### src/inc/panel_cfg_pkg.sv
// Shared constants and carrier types for the display configuration block.
package panel_cfg_pkg;

    localparam logic [31:0] DISPLAY_CONFIG_OFFSET = 32'h1305_0000;
    localparam logic [31:0] DISPLAY_CONFIG_RESET = 32'h0000_0000;
    localparam logic [31:0] DISPLAY_CONFIG_WMASK = 32'hdfff_ffff;
    localparam logic [31:0] DISPLAY_CONFIG_ADDR_MASK = 32'h0000_fffc;

    localparam int PIN_SELECT_BIT = 31;
    localparam int PAL_HALF_LINE_BIT = 30;
    localparam int LONG_DESC_BIT = 28;
    localparam int PALETTE_BYPASS_BIT = 27;
    localparam int TV_TARGET_BIT = 26;
    localparam int RECOVER_BIT = 25;
    localparam int DITHER_BIT = 24;
    localparam int GATE_N_HI = 23;
    localparam int GATE_N_LO = 20;
    localparam int HSYNC_POL_CTL_N_BIT = 19;
    localparam int DOT_CLK_POL_CTL_N_BIT = 18;
    localparam int DATA_INVERT_BIT = 17;
    localparam int SYNC_DIR_BIT = 16;
    localparam int IDLE_HI = 15;
    localparam int IDLE_LO = 12;
    localparam int HSYNC_POL_BIT = 11;
    localparam int PCLK_EDGE_BIT = 10;
    localparam int DE_POL_BIT = 9;
    localparam int VSYNC_POL_BIT = 8;
    localparam int TFT18_BIT = 7;
    localparam int TFT24_BIT = 6;
    localparam int STN_WIDTH_HI = 5;
    localparam int STN_WIDTH_LO = 4;
    localparam int MODE_HI = 3;
    localparam int MODE_LO = 0;

    localparam logic [1:0] AXI_OKAY = 2'b00;
    localparam logic [1:0] AXI_SLVERR = 2'b10;

    typedef enum logic [3:0] {
        MODE_TFT_GENERIC = 4'b0000,
        MODE_TFT_SPECIAL1 = 4'b0001,
        MODE_TFT_SPECIAL2 = 4'b0010,
        MODE_TFT_SPECIAL3 = 4'b0011,
        MODE_TV_PROGRESSIVE = 4'b0100,
        MODE_RSVD5 = 4'b0101,
        MODE_TV_INTERLACED = 4'b0110,
        MODE_RSVD7 = 4'b0111,
        MODE_STN_SINGLE_COLOR = 4'b1000,
        MODE_STN_SINGLE_MONO = 4'b1001,
        MODE_STN_DUAL_COLOR = 4'b1010,
        MODE_STN_DUAL_MONO = 4'b1011,
        MODE_SERIAL_TFT8 = 4'b1100,
        MODE_LCM = 4'b1101,
        MODE_RSVDE = 4'b1110,
        MODE_RSVDF = 4'b1111
    } out_mode_type;

    // Raw timing-generator levels fed into the pin stage, all active high.
    typedef struct packed {
        logic pclk;
        logic vsync;
        logic hsync;
        logic de;
        logic strobe_a;
        logic line_clock;
        logic start_pulse;
        logic flip;
        logic [17:0] data;
        logic smart_clk;
        logic smart_cs;
        logic smart_rs;
        logic [17:0] smart_data;
    } raw_pins_type;

    // Decoded configuration shared between the register file and the pin stage.
    typedef struct packed {
        logic pin_select;
        logic tv_pal_extra_half_line;
        logic long_descriptor_select;
        logic palette_bypass;
        logic tv_target_select;
        logic underrun_recover;
        logic dither_enable;
        logic [3:0] gate_n;
        logic hsync_polarity_ctl_n;
        logic dot_clock_polarity_ctl_n;
        logic output_data_invert;
        logic sync_direction;
        logic [3:0] idle_level;
        logic hsync_polarity;
        logic pixel_clock_edge;
        logic data_enable_polarity;
        logic vsync_polarity;
        logic tft18;
        logic tft24;
        logic [1:0] stn_data_width;
        logic [3:0] mode;
    } cfg_fields_type;

    function automatic cfg_fields_type unpack_cfg(input logic [31:0] r);
        cfg_fields_type f;
        f.pin_select = r[PIN_SELECT_BIT];
        f.tv_pal_extra_half_line = r[PAL_HALF_LINE_BIT];
        f.long_descriptor_select = r[LONG_DESC_BIT];
        f.palette_bypass = r[PALETTE_BYPASS_BIT];
        f.tv_target_select = r[TV_TARGET_BIT];
        f.underrun_recover = r[RECOVER_BIT];
        f.dither_enable = r[DITHER_BIT];
        f.gate_n = r[GATE_N_HI:GATE_N_LO];
        f.hsync_polarity_ctl_n = r[HSYNC_POL_CTL_N_BIT];
        f.dot_clock_polarity_ctl_n = r[DOT_CLK_POL_CTL_N_BIT];
        f.output_data_invert = r[DATA_INVERT_BIT];
        f.sync_direction = r[SYNC_DIR_BIT];
        f.idle_level = r[IDLE_HI:IDLE_LO];
        f.hsync_polarity = r[HSYNC_POL_BIT];
        f.pixel_clock_edge = r[PCLK_EDGE_BIT];
        f.data_enable_polarity = r[DE_POL_BIT];
        f.vsync_polarity = r[VSYNC_POL_BIT];
        f.tft18 = r[TFT18_BIT];
        f.tft24 = r[TFT24_BIT];
        f.stn_data_width = r[STN_WIDTH_HI:STN_WIDTH_LO];
        f.mode = r[MODE_HI:MODE_LO];
        return f;
    endfunction : unpack_cfg

endpackage : panel_cfg_pkg

### src/verilog/sync_in3.sv
// Three-stage synchroniser with a two-stage agreement filter for pin inputs.
`timescale 1ns/1ps
`default_nettype none
module sync_in3 #(
    parameter int WIDTH = 2
) (
    input wire logic aclk,
    input wire logic aresetn,
    input wire logic [WIDTH-1:0] async_in,
    output logic [WIDTH-1:0] sync_out
);
    logic [WIDTH-1:0] s1_ff;
    logic [WIDTH-1:0] s2_ff;
    logic [WIDTH-1:0] s3_ff;
    logic [WIDTH-1:0] out_ff;
    logic [WIDTH-1:0] agree;
    logic [WIDTH-1:0] nxt_out;

    // A bit changes only when the second and third stages agree.
    assign agree = ~(s2_ff ^ s3_ff);
    assign nxt_out = (agree & s3_ff) | (~agree & out_ff);
    assign sync_out = out_ff;

    always_ff @(posedge aclk) begin
        if (!aresetn) begin
            s1_ff <= '0;
            s2_ff <= '0;
            s3_ff <= '0;
            out_ff <= '0;
        end else begin
            s1_ff <= async_in;
            s2_ff <= s1_ff;
            s3_ff <= s2_ff;
            out_ff <= nxt_out;
        end
    end
endmodule : sync_in3
`default_nettype wire

### src/verilog/panel_pin_stage.sv
// Pin stage: routes, inverts, gates and polarises display pin levels.
`timescale 1ns/1ps
`default_nettype none
module panel_pin_stage
    import panel_cfg_pkg::*;
(
    input wire logic aclk,
    input wire logic aresetn,
    input wire cfg_fields_type cfg,
    input wire raw_pins_type raw,
    output logic [25:0] pin_out,
    output logic [25:0] pin_oe
);
    logic [25:0] nxt_pin_out;
    logic [25:0] nxt_pin_oe;
    logic [25:0] pin_out_ff;
    logic [25:0] pin_oe_ff;
    logic [3:0] special_raw;
    logic [3:0] special_lvl;
    logic hsync_lvl;
    logic vsync_lvl;
    logic de_lvl;
    logic [17:0] data_lvl;
    logic [17:0] data_mask;
    logic tft_width_sel;

    // Strobe, line clock, start pulse, flip: gate bits 23..20 and idle levels 15..12 in that order.
    assign special_raw = {raw.strobe_a, raw.line_clock, raw.start_pulse, raw.flip};
    assign special_lvl = (~cfg.gate_n & (special_raw ^ cfg.idle_level)) | (cfg.gate_n & cfg.idle_level);
    assign hsync_lvl = raw.hsync ^ (cfg.hsync_polarity & ~cfg.hsync_polarity_ctl_n);
    assign vsync_lvl = raw.vsync ^ cfg.vsync_polarity;
    assign de_lvl = raw.de ^ cfg.data_enable_polarity;
    // The 16/18 choice applies only for TFT-class modes with the 24-bit bit clear.
    assign tft_width_sel = (cfg.mode[3:2] == 2'b00) && !cfg.tft24;
    assign data_mask = (tft_width_sel && !cfg.tft18) ? 18'h0ffff : 18'h3ffff;
    assign data_lvl = (raw.data & data_mask) ^ {18{cfg.output_data_invert}};

    // Pin 25 direction belongs to the clock unit, so it is always shown as driven here outside reset.
    assign nxt_pin_out = cfg.pin_select ?
        {raw.smart_clk, raw.smart_cs, raw.smart_rs, 5'h00, raw.smart_data ^ {18{cfg.output_data_invert}}} :
        {raw.pclk ^ (cfg.pixel_clock_edge & ~cfg.dot_clock_polarity_ctl_n), vsync_lvl, hsync_lvl, de_lvl,
         special_lvl[0], special_lvl[3], special_lvl[2], special_lvl[1], data_lvl};
    assign nxt_pin_oe = cfg.pin_select ? {3'b111, 5'h00, 18'h3ffff} :
        {1'b1, ~cfg.sync_direction, ~cfg.sync_direction, 5'h1f, 18'h3ffff};

    assign pin_out = pin_out_ff;
    assign pin_oe = pin_oe_ff;

    always_ff @(posedge aclk) begin
        if (!aresetn) begin
            pin_out_ff <= 26'h0000000;
            pin_oe_ff <= 26'h0000000;
        end else begin
            pin_out_ff <= nxt_pin_out;
            pin_oe_ff <= nxt_pin_oe;
        end
    end
endmodule : panel_pin_stage
`default_nettype wire

### src/verilog/lcd_panel_config.sv
// Display configuration register with AXI4-Lite slave and decoded control outputs.
`timescale 1ns/1ps
`default_nettype none
module lcd_panel_config
    import panel_cfg_pkg::*;
(
    input wire logic aclk,
    input wire logic aresetn,
    input wire logic [31:0] s_axi_awaddr,
    input wire logic [2:0] s_axi_awprot,
    input wire logic s_axi_awvalid,
    output logic s_axi_awready,
    input wire logic [31:0] s_axi_wdata,
    input wire logic [3:0] s_axi_wstrb,
    input wire logic s_axi_wvalid,
    output logic s_axi_wready,
    output logic [1:0] s_axi_bresp,
    output logic s_axi_bvalid,
    input wire logic s_axi_bready,
    input wire logic [31:0] s_axi_araddr,
    input wire logic [2:0] s_axi_arprot,
    input wire logic s_axi_arvalid,
    output logic s_axi_arready,
    output logic [31:0] s_axi_rdata,
    output logic [1:0] s_axi_rresp,
    output logic s_axi_rvalid,
    input wire logic s_axi_rready,
    input wire raw_pins_type raw_pins,
    input wire logic ext_vsync_in,
    input wire logic ext_hsync_in,
    output logic [25:0] panel_pin_out,
    output logic [25:0] panel_pin_oe,
    output logic vsync_timing,
    output logic hsync_timing,
    output logic tv_pal_extra_half_line,
    output logic long_descriptor_select,
    output logic palette_bypass,
    output logic overlay_format_bypass,
    input wire logic overlay_mode,
    output logic tv_target_select,
    output logic underrun_recover,
    output logic dither_enable,
    output logic [3:0] stn_lines,
    output logic stn_dual_split,
    output logic stn_config_bad,
    output logic [3:0] output_mode,
    output logic mode_tft,
    output logic mode_special_tft,
    output logic mode_tv,
    output logic mode_tv_interlaced,
    output logic mode_stn,
    output logic mode_serial_tft,
    output logic mode_lcm,
    output logic mode_reserved
);
    typedef enum logic [1:0] {
        WR_IDLE = 2'b00,
        WR_RESP = 2'b01
    } wr_state_type;

    logic [31:0] config_ff;
    logic [31:0] nxt_config;
    wr_state_type wr_state_ff;
    logic aw_held_ff;
    logic w_held_ff;
    logic [31:0] awaddr_ff;
    logic [31:0] wdata_ff;
    logic [3:0] wstrb_ff;
    logic [1:0] bresp_ff;
    logic rvalid_ff;
    logic [31:0] rdata_ff;
    logic [1:0] rresp_ff;
    logic [31:0] wr_addr;
    logic [31:0] wr_data;
    logic [3:0] wr_strb;
    logic wr_fire;
    logic wr_hit;
    logic rd_fire;
    logic rd_hit;
    logic [31:0] strb_mask;
    logic [1:0] ext_sync;
    cfg_fields_type cfg;
    out_mode_type mode_code;

    function automatic logic addr_hit(input logic [31:0] addr);
        return (addr & DISPLAY_CONFIG_ADDR_MASK) == (DISPLAY_CONFIG_OFFSET & DISPLAY_CONFIG_ADDR_MASK);
    endfunction : addr_hit

    // Write address and data may arrive in either order; each is held once taken.
    assign s_axi_awready = (wr_state_ff == WR_IDLE) && !aw_held_ff;
    assign s_axi_wready = (wr_state_ff == WR_IDLE) && !w_held_ff;
    assign wr_addr = aw_held_ff ? awaddr_ff : s_axi_awaddr;
    assign wr_data = w_held_ff ? wdata_ff : s_axi_wdata;
    assign wr_strb = w_held_ff ? wstrb_ff : s_axi_wstrb;
    assign wr_fire = (wr_state_ff == WR_IDLE) && (aw_held_ff || s_axi_awvalid) && (w_held_ff || s_axi_wvalid);
    assign wr_hit = addr_hit(wr_addr);
    assign strb_mask = {{8{wr_strb[3]}}, {8{wr_strb[2]}}, {8{wr_strb[1]}}, {8{wr_strb[0]}}};
    // Bit 29 must stay zero, so it is held out of the writable mask.
    assign nxt_config = (wr_fire && wr_hit) ?
        ((config_ff & ~(strb_mask & DISPLAY_CONFIG_WMASK)) | (wr_data & strb_mask & DISPLAY_CONFIG_WMASK)) :
        config_ff;
    assign s_axi_bvalid = (wr_state_ff == WR_RESP);
    assign s_axi_bresp = bresp_ff;

    // Reads answer one cycle after acceptance; unmapped addresses return SLVERR and zero.
    assign s_axi_arready = !rvalid_ff;
    assign rd_fire = s_axi_arvalid && !rvalid_ff;
    assign rd_hit = addr_hit(s_axi_araddr);
    assign s_axi_rvalid = rvalid_ff;
    assign s_axi_rdata = rdata_ff;
    assign s_axi_rresp = rresp_ff;

    always_ff @(posedge aclk) begin
        if (!aresetn) begin
            config_ff <= DISPLAY_CONFIG_RESET;
            wr_state_ff <= WR_IDLE;
            aw_held_ff <= 1'b0;
            w_held_ff <= 1'b0;
            awaddr_ff <= 32'h0000_0000;
            wdata_ff <= 32'h0000_0000;
            wstrb_ff <= 4'h0;
            bresp_ff <= AXI_OKAY;
        end else begin
            config_ff <= nxt_config;
            unique case (wr_state_ff)
                WR_IDLE: begin
                    if (wr_fire) begin
                        wr_state_ff <= WR_RESP;
                        bresp_ff <= wr_hit ? AXI_OKAY : AXI_SLVERR;
                        aw_held_ff <= 1'b0;
                        w_held_ff <= 1'b0;
                    end else begin
                        if (s_axi_awvalid && !aw_held_ff) begin
                            aw_held_ff <= 1'b1;
                            awaddr_ff <= s_axi_awaddr;
                        end
                        if (s_axi_wvalid && !w_held_ff) begin
                            w_held_ff <= 1'b1;
                            wdata_ff <= s_axi_wdata;
                            wstrb_ff <= s_axi_wstrb;
                        end
                    end
                end
                WR_RESP: begin
                    if (s_axi_bready) begin
                        wr_state_ff <= WR_IDLE;
                    end
                end
                default: begin
                    wr_state_ff <= WR_IDLE;
                end
            endcase
        end
    end

    always_ff @(posedge aclk) begin
        if (!aresetn) begin
            rvalid_ff <= 1'b0;
            rdata_ff <= 32'h0000_0000;
            rresp_ff <= AXI_OKAY;
        end else if (rd_fire) begin
            rvalid_ff <= 1'b1;
            rdata_ff <= rd_hit ? config_ff : 32'h0000_0000;
            rresp_ff <= rd_hit ? AXI_OKAY : AXI_SLVERR;
        end else if (rvalid_ff && s_axi_rready) begin
            rvalid_ff <= 1'b0;
        end
    end

    assign cfg = unpack_cfg(config_ff);
    assign mode_code = out_mode_type'(cfg.mode);

    assign tv_pal_extra_half_line = cfg.tv_pal_extra_half_line;
    assign long_descriptor_select = cfg.long_descriptor_select | overlay_mode;
    assign palette_bypass = cfg.palette_bypass;
    assign overlay_format_bypass = cfg.palette_bypass & overlay_mode;
    // Which level means TV is not settled, so the bit is passed through raw.
    assign tv_target_select = cfg.tv_target_select;
    assign underrun_recover = cfg.underrun_recover;
    assign dither_enable = cfg.dither_enable;
    assign output_mode = cfg.mode;

    assign mode_tft = (mode_code == MODE_TFT_GENERIC);
    assign mode_special_tft = (mode_code == MODE_TFT_SPECIAL1) || (mode_code == MODE_TFT_SPECIAL2) ||
        (mode_code == MODE_TFT_SPECIAL3);
    assign mode_tv = (mode_code == MODE_TV_PROGRESSIVE) || (mode_code == MODE_TV_INTERLACED);
    assign mode_tv_interlaced = (mode_code == MODE_TV_INTERLACED);
    assign mode_stn = (cfg.mode[3:2] == 2'b10);
    assign mode_serial_tft = (mode_code == MODE_SERIAL_TFT8);
    assign mode_lcm = (mode_code == MODE_LCM);
    assign mode_reserved = (mode_code == MODE_RSVD5) || (mode_code == MODE_RSVD7) ||
        (mode_code == MODE_RSVDE) || (mode_code == MODE_RSVDF);

    // Line count per half; the dual-mono reserved widths are flagged rather than remapped.
    assign stn_lines = 4'(1 << cfg.stn_data_width);
    assign stn_dual_split = (mode_code == MODE_STN_DUAL_MONO);
    assign stn_config_bad = stn_dual_split && !cfg.stn_data_width[1];

    // External syncs are only trusted after the pin synchroniser has settled.
    sync_in3 #(
        .WIDTH(2)
    ) u_sync_in (
        .aclk(aclk),
        .aresetn(aresetn),
        .async_in({ext_vsync_in, ext_hsync_in}),
        .sync_out(ext_sync)
    );

    assign vsync_timing = cfg.sync_direction ? ext_sync[1] : raw_pins.vsync;
    assign hsync_timing = cfg.sync_direction ? ext_sync[0] : raw_pins.hsync;

    panel_pin_stage u_pin_stage (
        .aclk(aclk),
        .aresetn(aresetn),
        .cfg(cfg),
        .raw(raw_pins),
        .pin_out(panel_pin_out),
        .pin_oe(panel_pin_oe)
    );
endmodule : lcd_panel_config
`default_nettype wire

### config.mk
export PLATFORM = sky130hd
export DESIGN_NAME = lcd_panel_config
export DESIGN_NICKNAME = d
export VERILOG_FILES = /design/src/inc/panel_cfg_pkg.sv /design/src/verilog/sync_in3.sv /design/src/verilog/panel_pin_stage.sv /design/src/verilog/lcd_panel_config.sv
export SDC_FILE = /design/constraint.sdc
export NUM_CORES = 1
export LEC_CHECK = 0
export ABC_AREA = 1
export BUFFER_PORTS_ARGS = -buffer_cell sky130_fd_sc_hd__buf_2
export CELL_PAD_IN_SITES_DETAIL_PLACEMENT = 1
export CELL_PAD_IN_SITES_GLOBAL_PLACEMENT = 2
export CORE_ASPECT_RATIO = 0.9
export CORE_MARGIN = 3
export CORE_UTILIZATION = 23
export CTS_BUF_LIST = sky130_fd_sc_hd__clkbuf_16
export DETAILED_ROUTE_END_ITERATION = 6
export GPL_ROUTABILITY_DRIVEN = 0
export GPL_TIMING_DRIVEN = 0
export HOLD_SLACK_MARGIN = 0.15
export PLACE_DENSITY = 0.84
export SLEW_MARGIN = 20
export SYNTH_ARGS = -nofsm -noshare
export SYNTH_HDL_FRONTEND = slang
export SYNTH_SLANG_ARGS = --single-unit
### constraint.sdc
create_clock -name aclk -period 1.4 [get_ports aclk]
set_input_delay 0.07 -clock aclk [delete_from_list [all_inputs] [get_ports aclk]]
set_output_delay 0.07 -clock aclk [all_outputs]
set_load 0.05 [all_outputs]
=== After elaboration in Yosys (flattened, before gate mapping) ===
Cells that the tools add are included.

* $add $sub $neg: 0
* Multiply operators: 0
* Divide/modulo/power cells: 0
* $lt $le $gt $ge: 0
* Equal/unequal tests: 16
* Shift operators: 1
* Muxes and demuxes: 20
* Bitwise operators: 31
* Reduce and logical (&&, ||, !) cells: 41

{| class="wikitable"
|+ Operators with widths
! operator !! count
|-
| 32-bit bitwise AND || 2
|-
| 32-bit logical NOT || 2
|-
| 32-bit two-way mux || 2
|-
| 18-bit XOR || 2
|-
| 32-bit inverter || 1
|-
| 32-bit OR || 1
|-
| 26-bit two-way mux || 1
|-
| 25-bit two-way mux || 1
|-
| 4-bit == test (second input constant) || 5
|-
| 18-bit bitwise AND || 1
|-
| 18-bit two-way mux || 1
|-
| 4-bit by 3-bit == test with 1-bit output (second input constant) || 4
|-
| 16-bit two-way mux || 1
|-
| 1-bit logical AND || 12
|-
| 4-bit bitwise AND || 2
|-
| 4-bit by 2-bit == test with 1-bit output (second input constant) || 2
|-
| 1-bit logical OR || 8
|-
| 1-bit two-way mux || 8
|-
| 2-bit two-way mux || 4
|-
| 2-bit AND reduction || 4
|-
| 1-bit logical NOT || 6
|-
| 3-bit AND reduction || 2
|-
| 2-bit nonzero test || 3
|-
| 1-bit inverter || 5
|-
| 21 further kinds || 29
|}

* Register bits after elaboration: 185
* Latch bits: 0
* Bits in writable memories: 0
* Memory bits (read-only): 0
* Bits of input ports: 163
* Output and inout bits: 120
* Memories kept: 0

=== Depth between registers and ports, before layout ===
Gate-level depths: netlist of run 1.

* Depth in word-level cells: 7
* Depth in mapped cells: 11
* Gate-level depth less buffers: 10

=== Modules after synthesis ===
A second synthesis of run 1 with hierarchy kept.

* Cell total of the unflattened synthesis: 919
* Area total of the unflattened synthesis: 6807.8 µm²

{| class="wikitable"
|+ Modules (own cells, without submodules)
! module !! times used !! cells each !! area each (µm²)
|-
| lcd_panel_config || 1 || 694 || 5161.2
|-
| panel_pin_stage || 1 || 199 || 1413.9
|-
| sync_in3 || 1 || 26 || 232.7
|}

=== Worst setup path before layout of run 1 ===
Ideal clock, no wire load.

* Path kind: register to register
* Start point: register wr_state_ff[0]
* End point: register wdata_ff[26]
* Library setup time: 0.128 ns
* Arrival: 2.052 ns
* Required time: 1.272 ns
* Slack: -0.780 ns
* Stages on the path, launching flop included: 6
* Buffers on the path: 1
* Clock period less this slack: 2.180 ns
* Cells stage by stage: dfxtp_1 -> nor2_1 -> nand3_1 -> clkbuf_1 -> o21ai_0 -> a21oi_1

* Cells in the longest elaborated chain, start to end: 5

{| class="wikitable"
|+ Ends and longest elaborated chain
! element !! line !! source
|-
| from (decl) || lcd_panel_config.sv:63 || <nowiki>wr_state_type wr_state_ff;</nowiki>
|-
| from (signal assigned) || lcd_panel_config.sv:116 || <nowiki>wr_state_ff <= WR_IDLE;</nowiki>
|-
| from (signal assigned) || lcd_panel_config.sv:128 || <nowiki>wr_state_ff <= WR_RESP;</nowiki>
|-
| from (signal assigned) || lcd_panel_config.sv:146 || <nowiki>wr_state_ff <= WR_IDLE;</nowiki>
|-
| 2-bit logical NOT (*) || lcd_panel_config.sv:95, lcd_panel_config.sv:125 ||
|-
| 1-bit logical AND (2 in a row) || lcd_panel_config.sv:95 || <nowiki>assign wr_fire = (wr_state_ff == WR_IDLE) && (aw_held_ff || s_axi_awvalid) && (w_held_ff || s_axi_wvalid);</nowiki>
|-
| 1-bit inverter (no line) || n/a ||
|-
| 3-bit AND reduction (no line) (*) || n/a ||
|-
| to (signal assigned) || lcd_panel_config.sv:139 || <nowiki>wdata_ff <= s_axi_wdata;</nowiki>
|-
| to (decl) || lcd_panel_config.sv:67 || <nowiki>logic [31:0] wdata_ff;</nowiki>
|}

Mark *: on every way between the ends. The rest lies on a longest branch, timed or not.
A chain may end at the register's enable or synchronous reset.

==> summary.txt, run 1 <==
STA
  – Unrepaired setup endpoints after global routing: true
  – Final Hold Viols: 0
  – Worst-Margin Slew: 967 ps
  – Clock skew: 10.3 ps
  – Worst Hold Slack: 251 ps
  – Highest Clock Rate: 636 MHz
  – Final Setup Violations: 52
  – Max-slew violations: 0
  – Slew margin rel.: 35.5%
  – PnR worst setup slack: -173 ps
  – Tcrit/Tclk final: 112%
  – Post-route minimum period: 1570 ps

Final layout
  – Layout Cells excl Fill: 1,719
  – Final Instance Area: 0.0113 mm²
  – Fillers: 3,548
  – Layout area overhead: 62.7%
  – Nets: 1,471
  – Share of layout cells above drive strength 1: 35.8%
  – Final core utilization: 38.6%

Worst setup path
  – Worst setup path startpoint: aw_held_ff$_SDFFE_PN0P_
  – Arrival time at the worst endpoint: 1930 ps
  – Reg2Reg Depth: 10
  – CP required: 1750 ps
  – Reg2reg start: aw_held_ff$_SDFFE_PN0P_
  – Setup crit start kind: flop
  – CP Class: flop to flop
  – R2r setup slk: -170 ps
  – Crit-path max FO: 9
  – CP Capture Type: flop

Power
  – Seq pwr share: 40.9%
  – Pleak: 4.89 nW
  – Psw: 3.34 mW
  – P_int: 8.00 mW
  – Max VDD drop: 0.000825 V
  – Clock group share of total power: 41.7%
  – Logic gate share of total power: 17.4%
  – Switch share: 29.4%
  – Pwr Density: 1000 mW/mm²

CTS
  – Maximum clock insertion buffer count: 2
  – Root Buffer: clkbuf_16
  – Num CTS Buffers: 17
  – H-tree depth: 4
  – Clock latency on the worst-skew pair: 430 ps
  – Clock sink total: 154
  – Clk slew on worst S/H paths: 70 ps
  – TritonCTS clock tree: yes

Die
  – Initial Utilization: 23.7%
  – Die Height: 171 µm
  – IO Count: 283
  – Die area: 0.0324 mm²
  – Row cnt: 59
  – Core area: 0.0294 mm²
  – Die X: 189 µm

Global routing
  – Largest net degree at the start of global routing: 20
  – Antenna violations before repair: 3
  – First-pass GRT wire length: 43,400 µm
  – Vias in the first global route: 7,967
  – Overall global routing resource usage: 17.0%
  – GRT overflow: 0

Detailed routing
  – Drt pass-1 iters: 4
  – Drt initial violations: 293
  – Remaining antenna violation count after routing: 0
  – Post-Route WL: 28,700 µm
  – Vias/cell: 4.38
  – Total via count in the routed design: 7,526
  – Drc violations: 0
  – Avg WL per Cell: 16.7 µm

Placed design
  – Dpl ws: -358 ps
  – Detailed placer's ending HPWL: 20,000 µm
  – Port buffer count: 236
  – Post-DP Area: 0.00877 mm²
  – Placed cells: 1,553

Logic synthesis
  – Synth top area cells: dfxtp_1, a21oi_1, mux2i_1
  – Commonest cells post-synth: dfxtp_1, a21oi_1, nand2_1
  – Cells after synthesis: 919
  – Number of synthesized flops with an enable pin: 0
  – Netlist area before placement: 0.00697 mm²
  – Top-count cell post-synth: dfxtp_1
  – Cell variety after synth: 36
  – Most used DFF post-synth: dfxtp_1
  – Synth warn: 0
  – Avg Cell Area, Syn: 7.58 µm²
  – Synth area leader: dfxtp_1
  – FFs w/ async S/R, synth: 0%
  – Register bit count reported by yosys: 154
  – Register area share after synthesis: 44.3%
  – Synth top area share: 44.3%

Outcome
  – Outcome: complete, but fails checks
  – Failing checks: setup timing

Worst hold path
  – Worst Hold Class: primary input to flop

Run
  – Max-Cap Viols: 0
[logic make-up after synthesis]
| group | Yosys count | share of synthesized area (%) |
|---|---|---|
| buf+inv | 183 | 12.6 |
| compound gates | 227 | 16.5 |
| simple gates | 303 | 19.4 |
| mux | 47 | 6.75 |
| xor+xnor | 4 | 0.503 |
| flops | 154 | 44.3 |
| other cells | 1 | 0.0538 |
[worst min-delay path by stage]
stage          cells after the start                                  to  slack (ps)             start
6_report                           5        s_axi_rdata[12]$_SDFFE_PN0P_         250  s_axi_araddr[14]
5_1_grt                            4   u_pin_stage.pin_out[2]$_SDFF_PN0_         280           aresetn
4_1_cts                            4  u_pin_stage.pin_out[15]$_SDFF_PN0_         210           aresetn
3_5_place_dp                       1   u_pin_stage.pin_oe[17]$_SDFF_PN0_         260           aresetn
3_3_place_gp                       1   u_pin_stage.pin_oe[17]$_SDFF_PN0_         250           aresetn
2_1_floorplan                      0   u_pin_stage.pin_oe[17]$_SDFF_PN0_         100           aresetn
[power groups by stage]
stage | clock, mW | combinational [mW] | sequential, mW
2_1_floorplan | 0 | 0.838 | 4.91
3_3_place_gp | 0 | 1.50 | 4.74
4_1_cts | 4.86 | 1.84 | 4.64
5_1_grt | 5.06 | 2.14 | 4.65
6_report | 4.73 | 1.97 | 4.63
3_5_place_dp | 0 | 1.53 | 4.75
[worst max-delay path: stages (launching register included)]
cell	delay [ps]
dfxtp_2	350
buf_8	140
nand2_2	50
nor2_1	90
nand2_1	60
nand2_2	120
nand2_4	100
nor2_8	220
clkbuf_16	200
a21oi_2	40
nor2_1	110
[layer usage]
layer	track usage, %	wire length, µm	vias up
li1	-	-	3753
met1	21.0	12700	3613
met2	30.9	14600	140
met3	3.26	1110	18
met4	3.50	248	2
met5	0	13	-
[metrics by stage]
step / total power [mW] / setup TNS (ps)
after global routing: 11.8 / -13350
final: 11.3 / -5250
after CTS: 11.3 / -4220
after global placement: 6.24 / -22400
after floorplan: 5.75 / -616
after detailed placement: 6.28 / -24450
[cell type report]
| type | instances | area, µm² | area share, % |
|---|---|---|---|
| multi-input cells | 585 | 3460 | 30.6 |
| flip-flops and latches | 154 | 3120 | 27.5 |
| repair buffers | 368 | 2680 | 23.6 |
| plain buffers | 87 | 619 | 5.47 |
| well taps | 396 | 495 | 4.37 |
| clock buffers | 17 | 425 | 3.75 |
| inverters | 95 | 364 | 3.21 |
| clock inverters | 15 | 165 | 1.46 |
| diodes | 2 | 5.00 | 0.0442 |
[cell usage in the layout, fill, tap and decap left out, drive strengths merged, types with 2 or more instances in the layout]
| cell | n |
|---|---|
| nor3 | 5 |
| diode | 2 |
| inv | 101 |
| nand3 | 58 |
| clkbuf | 57 |
| clkinvlp | 2 |
| clkinv | 5 |
| mux2i | 47 |
| dfxtp | 154 |
| bufinv | 2 |
| nor2 | 97 |
| nand3b | 13 |
| buf | 308 |
| a21oi | 141 |
| dlygate4sd3 | 106 |
| xor2 | 3 |
| o21ai | 82 |
| conb | 3 |
| nor4 | 2 |
| nand2 | 127 |
[what timing repair did]
item / 4_1_cts / 5_1_grt
gates resized for setup: 96 / 146
buffers inserted: 15 / 6
gates cloned: 3 / 2
pin swaps: 10 / 10
setup endpoints to repair: 170 / 170
endpoints found under the hold margin: 125 / 0
hold buffers: 107 / 0
(Power assumes the default switching activity.)
==> run 2: changes to the inputs <==
--- a/config.mk
+++ b/config.mk
@@ -18,6 +18,8 @@
 export GPL_TIMING_DRIVEN = 0
 export HOLD_SLACK_MARGIN = 0.15
 export PLACE_DENSITY = 0.84
+export REMOVE_ABC_BUFFERS = 1
+export SKIP_CTS_REPAIR_TIMING = 1
 export SLEW_MARGIN = 20
 export SYNTH_ARGS = -nofsm -noshare
 export SYNTH_HDL_FRONTEND = slang
==> summary.txt, run 2 (same netlist as run 1, synthesis figures left out) <==
Global routing
  – Vias in the first global route: 6,480 (was 7,967)
  – Largest net degree at the start of global routing: 70 (was 20)
  – First-pass GRT wire length: 36,200 µm (was 43,400 µm)
  – Overall global routing resource usage: 14.2% (was 17.0%)
  – GRT overflow: 0 (unchanged)
  – Antenna violations before repair: 0 (was 3)

Final layout
  – Layout area overhead: 56.9% (was 62.7%)
  – Multi-input combinational cell area: 0.00349 mm² (was 0.00346 mm²)
  – Commonest non-fill, non-tap cell in the layout: buf_2 (unchanged)
  – Share of layout cells above drive strength 1: 32.1% (was 35.8%)
  – Nets: 1,394 (was 1,471)
  – Most frequent cells in the layout: buf_2, dfxtp_1, a21oi_1, nand2_1, dlygate4sd3_1 (unchanged)
  – Fillers: 3,546 (was 3,548)
  – Final Instance Area: 0.0109 mm² (was 0.0113 mm²)
  – Register area: 0.00312 mm² (about the same)

Detailed routing
  – Post-Route WL: 28,900 µm (was 28,700 µm)
  – Drt initial violations: 306 (was 293)
  – Remaining antenna violation count after routing: 0 (unchanged)
  – Total via count in the routed design: 7,330 (was 7,526)
  – Avg WL per Cell: 17.6 µm (was 16.7 µm)
  – Drc violations: 0 (unchanged)
  – Drt pass-1 iters: 5 (was 4)
  – Vias/cell: 4.47 (was 4.38)

Worst setup path
  – Setup crit start kind: flop (unchanged)
  – Crit-path max FO: 15 (was 9)
  – CP required: 1720 ps (was 1750 ps)
  – CP Class: flop to flop (unchanged)
  – CP Capture Type: flop (unchanged)
  – Arrival time at the worst endpoint: 1950 ps (was 1930 ps)

STA
  – Clock skew: 8.96 ps (was 10.3 ps)
  – Unrepaired setup endpoints after global routing: true (unchanged)
  – Final Hold Viols: 1 (was 0)
  – Worst-Margin Slew: 893 ps (was 967 ps)
  – Worst Hold Slack: -2.72 ps (was 251 ps)
  – Final Setup Violations: 91 (was 52)
  – Slew margin rel.: 40.4% (was 35.5%)
  – PnR worst setup slack: -232 ps (was -173 ps)
  – Final setup TNS: -13,380 ps (was -5250 ps)
  – Post-route minimum period: 1630 ps (was 1570 ps)
  – Tcrit/Tclk final: 117% (was 112%)
  – Highest Clock Rate: 613 MHz (was 636 MHz)
  – Max-slew violations: 0 (unchanged)

Die
  – Core area: 0.0294 mm² (unchanged)
  – Initial Utilization: 23.7% (unchanged)
  – Die Height: 171 µm (unchanged)
  – IO Count: 283 (unchanged)
  – Die X: 189 µm (unchanged)
  – Row cnt: 59 (unchanged)
  – Die area: 0.0324 mm² (unchanged)

CTS
  – Root Buffer: clkbuf_16 (unchanged)
  – TritonCTS clock tree: yes (unchanged)
  – Clk slew on worst S/H paths: 70 ps (about the same)
  – Clock sink total: 154 (unchanged)
  – Maximum clock insertion buffer count: 2 (unchanged)
  – Num CTS Buffers: 17 (unchanged)
  – Clock latency on the worst-skew pair: 430 ps (about the same)
  – H-tree depth: 4 (unchanged)

Placed design
  – Post-DP Area: 0.00829 mm² (was 0.00877 mm²)
  – Port buffer count: 236 (unchanged)
  – Dpl ws: -1020 ps (was -358 ps)
  – Detailed placer's ending HPWL: 16,400 µm (was 20,000 µm)

Power
  – Pleak: 4.61 nW (was 4.89 nW)
  – Max VDD drop: 0.000776 V (was 0.000825 V)
  – Power Total: 11.6 mW (was 11.3 mW)
  – Pwr Density: 1060 mW/mm² (was 1000 mW/mm²)

Worst hold path
  – Worst Hold Class: primary input to flop (unchanged)

Outcome
  – Outcome: complete, but fails checks (unchanged)
  – Failing checks: hold timing, setup timing (was setup timing)

Run
  – Max-Cap Viols: 0 (unchanged)
run 2: stage by stage:
| stage | std cells | util, % | hold WS (ps) |
|---|---|---|---|
| 2_1_floorplan | 833 | - | 97.7 |
| 3_3_place_gp | 1465 | 27.7 | 257 |
| 3_5_place_dp | 1473 | 28.2 | 257 |
| 4_1_cts | 1505 | 30.4 | -202 |
| 5_1_grt | 1640 | 37.2 | 9.26 |
| 6_report | 1641 | 37.2 | -2.72 |
run 2: area by class of cell:
| class | instances | share of cell area (%) |
|---|---|---|
| antenna | 1 | 0.0229 |
| clock buffer | 17 | 3.89 |
| clock inverter | 15 | 1.89 |
| inverter | 95 | 3.48 |
| multi-input combinational | 587 | 31.9 |
| sequential | 154 | 28.5 |
| tap | 396 | 4.53 |
| timing repair buffer | 376 | 25.8 |
run 2: layer usage:
metal | track usage (%) | routed length, µm
met2 | 24.4 | 14400
met5 | 0 | 0
met3 | 3.09 | 1140
met4 | 4.11 | 516
met1 | 17.8 | 12800
run 2: worst max-delay path: stages, from the launching register on:
cell and delay [ps]:
dfxtp_4 390, buf_6 110, o21bai_4 60, nor2_4 190, buf_12 130, nand2_4 100
nor2_8 140, buf_12 160, nand3_1 90, nand2_1 90, nor2_1 40
run 2: power breakdown:
part	leakage, nW	total [mW]	internal (mW)	switching (mW)
clock network	0.303	5.15	3.14	2.01
registers	1.27	4.63	4.55	0.0882
logic	3.04	1.84	0.691	1.15
total	4.61	11.6	8.37	3.25
run 2: final timing paths:
| check | slack, ps | startpoint | cells past startpoint | to |
|---|---|---|---|---|
| max | -230 | aw_held_ff$_SDFFE_PN0P_ | 10 | flop |
| max reg2reg | -230 | aw_held_ff$_SDFFE_PN0P_ | 10 | flop |
| min | -3 | s_axi_araddr[8] | 4 | s_axi_rdata[17]$_SDFFE_PN0P_ |
| min reg2reg | 410 | u_sync_in.s1_ff[1]$_SDFF_PN0_ | 2 | u_sync_in.s2_ff[1]$_SDFF_PN0_ |
